===== src/rtl/sft_params.svh =====
// Constants of the fetch transaction framer: codes, header lengths, chunk size, error numbers
`ifndef SFT_PARAMS_SVH
`define SFT_PARAMS_SVH

// ****************************************
// Link control codes
// ****************************************
`define SFT_STX       8'h02
`define SFT_DLE       8'h10
`define SFT_ETX       8'h03

// ****************************************
// Header codes
// ****************************************
`define SFT_FIRST     8'h00
`define SFT_CONT      8'hFF
`define SFT_CMD_FETCH 8'h45
`define SFT_DATA_BLK  8'h44
`define SFT_NO_COORD  8'hFF

// ****************************************
// Frame sizes
// ****************************************
`define SFT_HDR_FULL  4'hA
`define SFT_HDR_CONT  4'h4
`define SFT_RSP_HDR   4'h4
`define SFT_CHUNK     16'h0080

// ****************************************
// Error numbers
// ****************************************
`define SFT_ERR_NONE  8'h00
`define SFT_ERR_HDR   8'h0A
`define SFT_ERR_BCC   8'h0C
`define SFT_ERR_NODAT 8'h0E

`endif


===== src/rtl/sft_pkg.sv =====
// Types and shared helpers of the fetch transaction framer
`include "sft_params.svh"

package sft_pkg;

  // ****************************************
  // Active end states
  // ****************************************
  typedef enum logic [3:0] {
    ACT_IDLE   = 4'h0,
    ACT_TX_STX = 4'h1,
    ACT_W_ACK1 = 4'h2,
    ACT_TX_HDR = 4'h3,
    ACT_TX_DLE = 4'h4,
    ACT_TX_ETX = 4'h5,
    ACT_TX_BCC = 4'h6,
    ACT_W_ACK2 = 4'h7,
    ACT_R_STX  = 4'h8,
    ACT_R_HDR  = 4'h9,
    ACT_R_DATA = 4'hA,
    ACT_R_DLE  = 4'hB,
    ACT_R_ETX  = 4'hC,
    ACT_R_BCC  = 4'hD,
    ACT_TX_ACK = 4'hE,
    ACT_FIN    = 4'hF
  } sft_act_state_e;

  // ****************************************
  // Passive end states
  // ****************************************
  typedef enum logic [3:0] {
    PAS_IDLE    = 4'h0,
    PAS_R_HDR   = 4'h1,
    PAS_R_DLE   = 4'h2,
    PAS_R_ETX   = 4'h3,
    PAS_R_BCC   = 4'h4,
    PAS_TX_ACK  = 4'h5,
    PAS_T_STX   = 4'h6,
    PAS_W_ACK1  = 4'h7,
    PAS_T_HDR   = 4'h8,
    PAS_T_FETCH = 4'h9,
    PAS_T_DLE   = 4'hA,
    PAS_T_ETX   = 4'hB,
    PAS_T_BCC   = 4'hC,
    PAS_W_ACK2  = 4'hD
  } sft_pas_state_e;

  // Bytes carried by one response frame
  function automatic logic [7:0] chunk_len(input logic [15:0] rem);
    return (rem > `SFT_CHUNK) ? 8'h80 : rem[7:0];
  endfunction : chunk_len

endpackage : sft_pkg


===== src/rtl/sft_link_if.sv =====
// Byte link between the active and the passive end
`timescale 1ns/1ns

interface sft_link_if;
  logic       a2p_valid;
  logic [7:0] a2p_data;
  logic       p2a_valid;
  logic [7:0] p2a_data;

  modport active  (output a2p_valid, output a2p_data, input p2a_valid, input p2a_data);
  modport passive (input a2p_valid, input a2p_data, output p2a_valid, output p2a_data);
endinterface : sft_link_if


===== src/rtl/sft_active.sv =====
// Active end: issues fetch requests and collects the returned data
// Notes on behaviour
// - Request frame carries header only, no data
// - Responder checks header, fetches, answers with data
// - Over 128 bytes: continuation request after each response but the last
// - Continuation request carries four header bytes only
// - Continuation header is FF 00 45 44
// - Each continuation answered with next data portion
// - Non-zero error number means no user data
// - Error number for bad reception or header
// - Frame ends DLE ETX, optional check, then acknowledge
// - Only one command outstanding at a time
`timescale 1ns/1ns
`include "sft_params.svh"

module sft_active (
  // Clock and reset
  input  wire logic        clk,
  input  wire logic        rst,
  // Link
  sft_link_if.active       link,
  // Configuration
  input  wire logic        bcc_en,
  // Request
  input  wire logic        start,
  input  wire logic [7:0]  req_db,
  input  wire logic [7:0]  req_off,
  input  wire logic [15:0] req_len,
  // Result
  output logic             busy,
  output logic             data_valid,
  output logic [7:0]       data,
  output logic             done,
  output logic [7:0]       err_num,
  output logic             proto_err
);

  sft_pkg::sft_act_state_e state;
  logic [3:0]  cnt;
  logic [7:0]  dcnt;
  logic [7:0]  bcc;
  logic [7:0]  db;
  logic [7:0]  off;
  logic [15:0] len;
  logic [15:0] rem;
  logic        first;
  logic        tx_valid;
  logic [7:0]  tx_data;
  logic [3:0]  hlen;
  logic [7:0]  hdr;
  logic [7:0]  chunk;
  logic        rx;
  logic [7:0]  rb;

  // ****************************************
  // Request header bytes
  // ****************************************
  function automatic logic [7:0] hdr_byte(input logic [3:0] idx, input logic fst, input logic [7:0] d,
                                          input logic [7:0] o, input logic [15:0] l);
    unique case (idx)
      4'h0:    return fst ? `SFT_FIRST : `SFT_CONT;
      4'h1:    return 8'h00;
      4'h2:    return `SFT_CMD_FETCH;
      4'h3:    return `SFT_DATA_BLK;
      4'h4:    return d;
      4'h5:    return o;
      4'h6:    return l[15:8];
      4'h7:    return l[7:0];
      default: return `SFT_NO_COORD;
    endcase
  endfunction : hdr_byte

  assign hlen  = first ? `SFT_HDR_FULL : `SFT_HDR_CONT;
  assign hdr   = hdr_byte(cnt, first, db, off, len);
  assign chunk = sft_pkg::chunk_len(rem);
  assign rx    = link.p2a_valid;
  assign rb    = link.p2a_data;
  assign busy  = (state != sft_pkg::ACT_IDLE);

  assign link.a2p_valid = tx_valid;
  assign link.a2p_data  = tx_data;

  // ****************************************
  // Frame sequencer
  // ****************************************
  always_ff @(posedge clk or posedge rst) begin
    if (rst) begin
      state      <= sft_pkg::ACT_IDLE;
      cnt        <= 4'h0;
      dcnt       <= 8'h00;
      bcc        <= 8'h00;
      db         <= 8'h00;
      off        <= 8'h00;
      len        <= 16'h0000;
      rem        <= 16'h0000;
      first      <= 1'b0;
      tx_valid   <= 1'b0;
      tx_data    <= 8'h00;
      data_valid <= 1'b0;
      data       <= 8'h00;
      done       <= 1'b0;
      err_num    <= 8'h00;
      proto_err  <= 1'b0;
    end else begin
      tx_valid   <= 1'b0;
      data_valid <= 1'b0;
      done       <= 1'b0;
      unique case (state)
        sft_pkg::ACT_IDLE: begin
          if (start) begin
            rem       <= req_len;
            len       <= req_len;
            db        <= req_db;
            off       <= req_off;
            first     <= 1'b1;
            err_num   <= `SFT_ERR_NONE;
            proto_err <= 1'b0;
            state     <= sft_pkg::ACT_TX_STX;
          end
        end
        sft_pkg::ACT_TX_STX: begin
          tx_valid <= 1'b1;
          tx_data  <= `SFT_STX;
          cnt      <= 4'h0;
          bcc      <= 8'h00;
          state    <= sft_pkg::ACT_W_ACK1;
        end
        sft_pkg::ACT_W_ACK1: begin
          if (rx) begin
            proto_err <= (rb != `SFT_DLE);
            state     <= (rb == `SFT_DLE) ? sft_pkg::ACT_TX_HDR : sft_pkg::ACT_FIN;
          end
        end
        sft_pkg::ACT_TX_HDR: begin
          tx_valid <= 1'b1;
          tx_data  <= hdr;
          bcc      <= bcc ^ hdr;
          cnt      <= cnt + 4'h1;
          if (cnt == hlen - 4'h1) begin
            state <= sft_pkg::ACT_TX_DLE;
          end
        end
        sft_pkg::ACT_TX_DLE: begin
          tx_valid <= 1'b1;
          tx_data  <= `SFT_DLE;
          bcc      <= bcc ^ `SFT_DLE;
          state    <= sft_pkg::ACT_TX_ETX;
        end
        sft_pkg::ACT_TX_ETX: begin
          tx_valid <= 1'b1;
          tx_data  <= `SFT_ETX;
          bcc      <= bcc ^ `SFT_ETX;
          state    <= bcc_en ? sft_pkg::ACT_TX_BCC : sft_pkg::ACT_W_ACK2;
        end
        sft_pkg::ACT_TX_BCC: begin
          tx_valid <= 1'b1;
          tx_data  <= bcc;
          state    <= sft_pkg::ACT_W_ACK2;
        end
        sft_pkg::ACT_W_ACK2: begin
          if (rx) begin
            proto_err <= (rb != `SFT_DLE);
            state     <= (rb == `SFT_DLE) ? sft_pkg::ACT_R_STX : sft_pkg::ACT_FIN;
          end
        end
        sft_pkg::ACT_R_STX: begin
          if (rx) begin
            if (rb == `SFT_STX) begin
              tx_valid <= 1'b1;
              tx_data  <= `SFT_DLE;
              cnt      <= 4'h0;
              bcc      <= 8'h00;
              state    <= sft_pkg::ACT_R_HDR;
            end else begin
              proto_err <= 1'b1;
              state     <= sft_pkg::ACT_FIN;
            end
          end
        end
        sft_pkg::ACT_R_HDR: begin
          if (rx) begin
            bcc <= bcc ^ rb;
            cnt <= cnt + 4'h1;
            if (cnt == `SFT_RSP_HDR - 4'h1) begin
              err_num <= rb;
              dcnt    <= (rb != `SFT_ERR_NONE) ? 8'h00 : chunk;
              state   <= (rb != `SFT_ERR_NONE || chunk == 8'h00) ? sft_pkg::ACT_R_DLE : sft_pkg::ACT_R_DATA;
            end
          end
        end
        sft_pkg::ACT_R_DATA: begin
          if (rx) begin
            bcc        <= bcc ^ rb;
            data_valid <= 1'b1;
            data       <= rb;
            dcnt       <= dcnt - 8'h01;
            if (dcnt == 8'h01) begin
              state <= sft_pkg::ACT_R_DLE;
            end
          end
        end
        sft_pkg::ACT_R_DLE: begin
          if (rx) begin
            bcc       <= bcc ^ rb;
            proto_err <= (rb != `SFT_DLE);
            state     <= (rb == `SFT_DLE) ? sft_pkg::ACT_R_ETX : sft_pkg::ACT_FIN;
          end
        end
        sft_pkg::ACT_R_ETX: begin
          if (rx) begin
            bcc       <= bcc ^ rb;
            proto_err <= (rb != `SFT_ETX);
            if (rb != `SFT_ETX) begin
              state <= sft_pkg::ACT_FIN;
            end else begin
              state <= bcc_en ? sft_pkg::ACT_R_BCC : sft_pkg::ACT_TX_ACK;
            end
          end
        end
        sft_pkg::ACT_R_BCC: begin
          if (rx) begin
            proto_err <= (rb != bcc);
            state     <= (rb == bcc) ? sft_pkg::ACT_TX_ACK : sft_pkg::ACT_FIN;
          end
        end
        sft_pkg::ACT_TX_ACK: begin
          tx_valid <= 1'b1;
          tx_data  <= `SFT_DLE;
          if (err_num != `SFT_ERR_NONE || rem == {8'h00, chunk}) begin
            state <= sft_pkg::ACT_FIN;
          end else begin
            rem   <= rem - {8'h00, chunk};
            first <= 1'b0;
            state <= sft_pkg::ACT_TX_STX;
          end
        end
        sft_pkg::ACT_FIN: begin
          done  <= 1'b1;
          state <= sft_pkg::ACT_IDLE;
        end
      endcase
    end
  end

endmodule : sft_active


===== src/flat_wrapper.sv =====
// flat-port wrapper written by rule: the top's interface ports become plain ports
module sft_active_flat 
  (clk, rst, bcc_en, start, req_db, req_off, req_len, busy, data_valid, data, done, err_num, proto_err, link_a2p_valid, link_a2p_data, link_p2a_valid, link_p2a_data);
  sft_link_if link_i ();
  input  wire logic clk;
  input  wire logic rst;
  input  wire logic bcc_en;
  input  wire logic start;
  input  wire logic [7:0] req_db;
  input  wire logic [7:0] req_off;
  input  wire logic [15:0] req_len;
  output logic busy;
  output logic data_valid;
  output logic [7:0] data;
  output logic done;
  output logic [7:0] err_num;
  output logic proto_err;
  output wire logic [$bits(link_i.a2p_valid)-1:0] link_a2p_valid;
  output wire logic [$bits(link_i.a2p_data)-1:0] link_a2p_data;
  input wire logic [$bits(link_i.p2a_valid)-1:0] link_p2a_valid;
  input wire logic [$bits(link_i.p2a_data)-1:0] link_p2a_data;
  assign link_a2p_valid = link_i.a2p_valid;
  assign link_a2p_data = link_i.a2p_data;
  assign link_i.p2a_valid = link_p2a_valid;
  assign link_i.p2a_data = link_p2a_data;
  sft_active u_core (.clk(clk), .rst(rst), .link(link_i), .bcc_en(bcc_en), .start(start), .req_db(req_db), .req_off(req_off), .req_len(req_len), .busy(busy), .data_valid(data_valid), .data(data), .done(done), .err_num(err_num), .proto_err(proto_err));
endmodule

===== config.mk =====
export PLATFORM = sky130hd
export DESIGN_NAME = sft_active_flat
export DESIGN_NICKNAME = d
export VERILOG_FILES = /design/src/rtl/sft_pkg.sv /design/src/rtl/sft_link_if.sv /design/src/rtl/sft_active.sv /design/src/flat_wrapper.sv
export VERILOG_INCLUDE_DIRS = /design/src /design/src/rtl
export SDC_FILE = /design/constraint.sdc
export NUM_CORES = 1
export LEC_CHECK = 0
export CORE_AREA = 2 2 79 157
export CTS_BUF_LIST = sky130_fd_sc_hd__clkbuf_4 sky130_fd_sc_hd__clkbuf_8 sky130_fd_sc_hd__clkbuf_16
export DETAILED_ROUTE_END_ITERATION = 8
export DIE_AREA = 0 0 81 159
export DONT_BUFFER_PORTS = 1
export GPL_TIMING_DRIVEN = 0
export PLACE_DENSITY = 0.75
export SYNTH_ARGS = -nofsm -noshare
export SYNTH_HDL_FRONTEND = slang
export SYNTH_SLANG_ARGS = --single-unit

===== constraint.sdc =====
create_clock -name clk -period 3.9 [get_ports clk]
set_input_delay 0.195 -clock clk [delete_from_list [all_inputs] [get_ports clk]]
set_output_delay 0.195 -clock clk [all_outputs]
set_load 0.01 [all_outputs]

# --- Yosys cells after proc, flatten, opt, wreduce, memory -nomap -nowiden ---
# Index checks and enable logic that the tools add are counted.
totals:
  reg_bits: 101
  in_bits: 45
  output_inout_bits: 29
  wordCells: 176
classes:
  n_addsub: 4
  order_cmp: 1
  eq_ne: 48
  n_mux: 66
  bitwise_logic: 6
  reduce_logical: 33
op_table:
  columns: ["operator", "n"]
  rows:
  - ["two-way mux 8 bit", 14]
  - ["one-hot mux 8 bit (6 select lines)", 2]
  - ["two-way mux 4 bit", 19]
  - ["one-hot mux 4 bit (16 select lines)", 1]
  - ["one-hot mux 8 bit (8 select lines)", 1]
  - ["== test 4 x 3 -> 1 bit, second input constant", 8]
  - ["== test 4 bit, second input constant", 8]
  - ["two-way mux 16 bit", 2]
  - ["one-hot mux 16 bit (2 select lines)", 1]
  - ["one-hot mux 8 bit (2 select lines)", 2]
  - ["inequality test 2 bit, second input constant", 11]
  - ["== test 16 x 8 -> 1 bit", 1]
  - ["== test 4 x 2 -> 1 bit, second input constant", 4]
  - ["greater-than comparator 16 x 8 -> 1 bit, second input constant", 1]
  - ["two-way mux 1 bit", 16]
  - ["one-hot mux 4 bit (4 select lines)", 1]
  - ["nonzero test 8 bit", 2]
  - ["subtractor 16 x 8 -> 16 bit", 1]
  - ["XOR 8 bit", 2]
  - ["nonzero test 5 bit", 3]
  - ["inequality test 2 x 1 -> 1 bit, second input constant", 6]
  - ["AND reduction 12 bit", 1]
  - ["AND reduction 4 bit", 3]
  - ["nonzero test 4 bit", 3]
  - ["other kinds (32)", 45]

# --- Longest topological paths before layout ---
logic_depth:
  ltp_word: 8
  ltp_mapped: 13
  mapped_depth_nobuf: 11

# --- Worst setup path after synthesis ---
# Ideal clock, no wire load.
synth_path:
  path_type: "register -> register"
  start: "register u_core.rem[2]"
  end: "register u_core.rem[2]"
  setup_ps: 124
  arrival_time_ps: 1933
  required_ps: 3776
  path_slack_ps: 1843
  path_stages_with_launch: 7
  path_buffers: 0
  period_less_slack_ps: 2057
  cell_sequence: "dfrtp_1 > or4_4 > o41ai_4 > nand2_2 > xnor2_1 > mux2i_1 > a211o_1"
synth_via:
  elab_chain_len: 6
  word_cells_on_any_way: 9
  classes_between: "add/sub: 1; order compare: 1; eq/ne: 2; mux: 3; reduce/logical: 2"
synth_rtl:
  columns: ["item", "line_no", "rtl"]
  rows:
  - ["start: declaration", "sft_active.sv:45", "logic [15:0] rem;"]
  - ["start signal: assignment", "sft_active.sv:111", "rem <= req_len;"]
  - ["start signal: assignment", "sft_active.sv:232", "rem <= rem - {8'h00, chunk};"]
  - ["branches (longest 6 deep; another with greater-than comparator 16 x 8 -> 1 bit)", null, null]
# Parallel ways; which one is timed is not known. The select of a mux whose other input is x is not followed.
# A chain may end at the register's enable or synchronous reset.

# --- Worst setup path in the final report ---
layout_path:
  start: "register u_core.state[3]"
  end: "register u_core.tx_data[4], in the netlist u_core.link.a2p_data[4]"
layout_via:
  elab_chain_len: 4
  word_cells_on_any_way: 13
  classes_between: "eq/ne: 9; mux: 1; reduce/logical: 3"
layout_rtl:
  columns: ["item", "line_no", "rtl"]
  rows:
  - ["start: declaration", "sft_active.sv:38", "sft_pkg::sft_act_state_e state;"]
  - ["start signal: assignment", "sft_active.sv:88", "state <= sft_pkg::ACT_IDLE;"]
  - ["start signal: assignment", "sft_active.sv:118", "state <= sft_pkg::ACT_TX_STX;"]
  - ["start signal: assignment", "sft_active.sv:126", "state <= sft_pkg::ACT_W_ACK1;"]
  - ["== test 4 x 3 -> 1 bit or == test 4 bit (tied branches)", "sft_active.sv:108", "unique case (state)"]
  - ["OR reduction 2 bit (no line)", null, null]
  - ["nonzero test 6 bit (no line)", null, null]
  - ["AND reduction 3 bit (no line)", null, null]
  - ["end signal: assignment", "sft_active.sv:123", "tx_data <= `SFT_STX;"]
  - ["end signal: assignment", "sft_active.sv:136", "tx_data <= hdr;"]
  - ["end signal: assignment", "sft_active.sv:145", "tx_data <= `SFT_DLE;"]
  - ["end: declaration", "sft_active.sv:48", "logic [7:0] tx_data;"]
# Several ways; a longest one is shown, not always the timed one.

==> flow_summary.toml <==
[layout]
num_antenna_cells = 0
drive_above_1_share_pct = 7.300
regArea_mm2 = 0.002527
area_growth_pct = 14.83
stdcell_count = 871
multi_input_area_mm2 = 0.003013
fillerInstances = 1064
fin_nets = 773
fin_util_pct = 56.88

[worst_setup_path]
worst-path-stages = 7
critical_path_class = "register to register"
crit_family = "buffers and inverters"
worst-endpoint-arrival_ps = 2980
max_stage_delay_ps = 570
reg2reg_to = "u_core.link.a2p_data[4]"
critPathSlowestCell = "a2111oi_0"
worstSetupEndpoint = "u_core.link.a2p_data[4]"
critical_path.max_fanout = 10
r2r_cells = 7
reg2reg_slack_ps = 1190
crit_path_start_kind = "register"
cp_cell_sequence = "clkbuf_1 -> clkbuf_1 -> clkbuf_1 -> o21ai_0 -> a2111oi_0 -> nor3_1 -> a21oi_1"
crit_path_end_kind = "register"
startpoint = "u_core.state[3]"
critPathRequiredTime_ps = 4170
crit_buf_inv = 3
worstReg2RegStart = "u_core.state[3]"
path_common_cell = "clkbuf_1"

[floorplanning]
pin_count = 74
coreArea_mm2 = 0.01163
row_count = 56
dieArea_mm2 = 0.01288
start_util_pct = 49.54
die_x_um = 81
die-height_um = 159

[cts]
cts_root_buf = "clkbuf_16"
clk_latency_ps = 350
numCtsBuffers = 9
cts_htree_levels = 3
cts_resized = 0
cts_tree = "built"
clk_pin_slew_ps = 70
clock_path_buffers = 2
cts_sinks = 101

[placed_design]
hpwlAfterDp_mm = 13.83
dp.cells = 821
port_buffers = 0
gp_congestion = 1.021

[yosys]
async_reset_ff_share_pct = 100.0
ys_seq_elements = 101
synth_top_cells_by_count = "nand2_1, dfrtp_1, nor2_1"
syn_area_per_cell_um2 = 8.536
netlist_area_mm2 = 0.005762
yosysTopAreaCellShare_pct = 43.87
yosys_warnings = 0
ys.flop_type = "dfrtp_1"
syn_nets = 727
synth_top_area_cell = "dfrtp_1"
yosysMostFrequentCell = "nand2_1"
synth_area_leaders = "dfrtp_1, nand2_1, nor2_1"
synth_cell_types = 74
netlist_instances = 675
synth-seq-area-share_pct = 43.87
synth-edff-count = 0

[power]
p_clk_share_pct = 17.5
netSwitchingPower_w = 0.002355
total_leakage_power_nw = 2.895
pwr-share-comb_pct = 46.6
vdd_drop_max_mv = 0.4273
power_frac_seq_pct = 35.9
switching_share_pct = 45.02
power_w = 0.005231
p_per_area_mw_per_mm2 = 790.7
p_int_w = 0.002876

[grt]
grt.total_usage_pct = 29.25
grt_pass1_wl_mm = 28.68
grt-ovfl-total = 0
grt_pass1_vias = 5528
antenna_found_initial = 0
grt_max_degree = 66

[route]
wl_per_cell_um = 21.00
via_count = 5522
viasPerCell = 6.340
drcViolationCount = 0
final_antenna_net_count = 0
finalWirelength_mm = 18.29
drt_iter0_drc = 424
drtPass1Iterations = 7

[timing]
worst_slew_pin_slew_ps = 963.6
min_period_over_period_pct = 69.40
maxSlewHeadroom_pct = 35.27
fmax_mhz = 369.5
final.min_clock_period_ps = 2707
fin_skew_ps = 9.669
final_max_slew_viol_count = 0
tns_ps = 0
setup_violations = 0
grt_setup_unrepaired = "false"
hold_viol_final = 0

[outcome]
status = "finished, final reports clean"

[flow_run]
drv_cap = 0

[hold_path]
hold_path.class = "input port to register"
cell usage in the layout (no fill, tap or decap), types with 4 or more instances in the layout:
master,Yosys,routed
nand2_1,145,145
dfrtp_1,101,101
nor2_1,55,55
o21ai_0,40,40
dlygate4sd3_1,0,34
a21oi_1,29,29
clkbuf_1,26,26
inv_1,19,18
o21ai_1,18,18
nor3_1,17,17
nand2b_1,14,14
nor2b_1,13,13
a22oi_1,13,13
nand3_1,10,10
a31oi_1,10,10
nor4_1,9,9
clkbuf_16,0,9
mux2_2,8,8
a31o_2,8,8
xnor2_1,7,7
ha_1,7,7
buf_2,6,6
a22o_1,6,6
a221o_1,6,6
o31ai_1,6,6
a211oi_1,6,6
and2_1,5,5
and3_1,4,4
buf_1,4,4
a222oi_1,4,4
a221oi_1,4,4
a211o_1,4,4
nand4_1,4,4
o22ai_1,4,4
layout make-up:
cell class	instances	share of cell area, %
buffer	37	2.269
clock buffer	10	3.517
clock inverter	6	1.059
inverter	19	1.116
multi-input combinational	518	45.54
sequential	101	38.20
tap	145	2.742
timing repair buffer	35	5.560
how the worst min path moves through the flow:
stage	startpoint	endpoint	cells past startpoint	slack (ps)
6_report	link_p2a_data[7]	u_core.data[7]	1	10
4_1_cts	link_p2a_data[7]	u_core.err_num[7]	1	3
5_1_grt	link_p2a_data[7]	u_core.err_num[7]	1	1
3_5_place_dp	rst	u_core.link.a2p_data[5]	1	120
2_1_floorplan	req_db[0]	u_core.db[0]	2	300
3_3_place_gp	req_off[2]	u_core.off[2]	2	310
through the flow:
| stage | setup slack, ps | area (um^2) | hold WS [ps] |
|---|---|---|---|
| after floorplan | 1058 | 5762 | 300.4 |
| after global placement | 109.4 | 5943 | 306.4 |
| after detailed placement | 1260 | 5973 | 121.0 |
| after CTS | 1249 | 6616 | 2.750 |
| after global routing | 998.0 | 6616 | 1.364 |
| final | 1193 | 6616 | 13.43 |
routing by layer:
metal  vias up  global-route usage [%]  share of wire, %
li1       2519                       -                 -
met1      2664                   30.30                34
met2       258                   51.92                54
met3        81                   5.102               5.3
met4         0                   18.80               6.7
met5         -                       0                 0
registers in the layout, indices dropped and copies added, names as in the netlist:
name / flops
u_core.err_num: 8
u_core.off: 8
u_core.link.a2p_data: 8
u_core.done: 1
u_core.cnt: 4
u_core.first: 1
u_core.data_valid: 1
u_core.len: 16
u_core.data: 8
u_core.state: 4
u_core.proto_err: 1
u_core.bcc: 8
u_core.link.a2p_valid: 1
u_core.dcnt: 8
u_core.rem: 16
u_core.db: 8
repair_timing:
action,4_1_cts,5_1_grt
endpoints found under the hold margin,75,0
hold buffers,34,0
setup buffers,0,0
power by group through the flow:
stage	Clock [W]	Combinational, W	Sequential, W
floorplan	0	0.00178	0.00176
global placement	0	0.00229	0.00187
detailed placement	0	0.00234	0.00189
CTS	0.000930	0.00238	0.00187
global route	0.000981	0.00268	0.00192
finish	0.000918	0.00244	0.00188
kinds of logic (layout without fill, tap and decap cells):
kind of cell	after synthesis	count (layout)	share of synthesized area, %
adder cells (fa/ha/maj)	7	7	1.520
multiplexers	10	10	1.911
buffers and inverters	56	107	3.844
XOR/XNOR	10	10	1.520
other	1	1	0.06508
AND/OR/NAND/NOR	294	294	23.69
flip-flops	101	101	43.87
AO/OA/AOI/OAI	196	196	23.58
No activity file was read; power rests on OpenSTA's default activity.
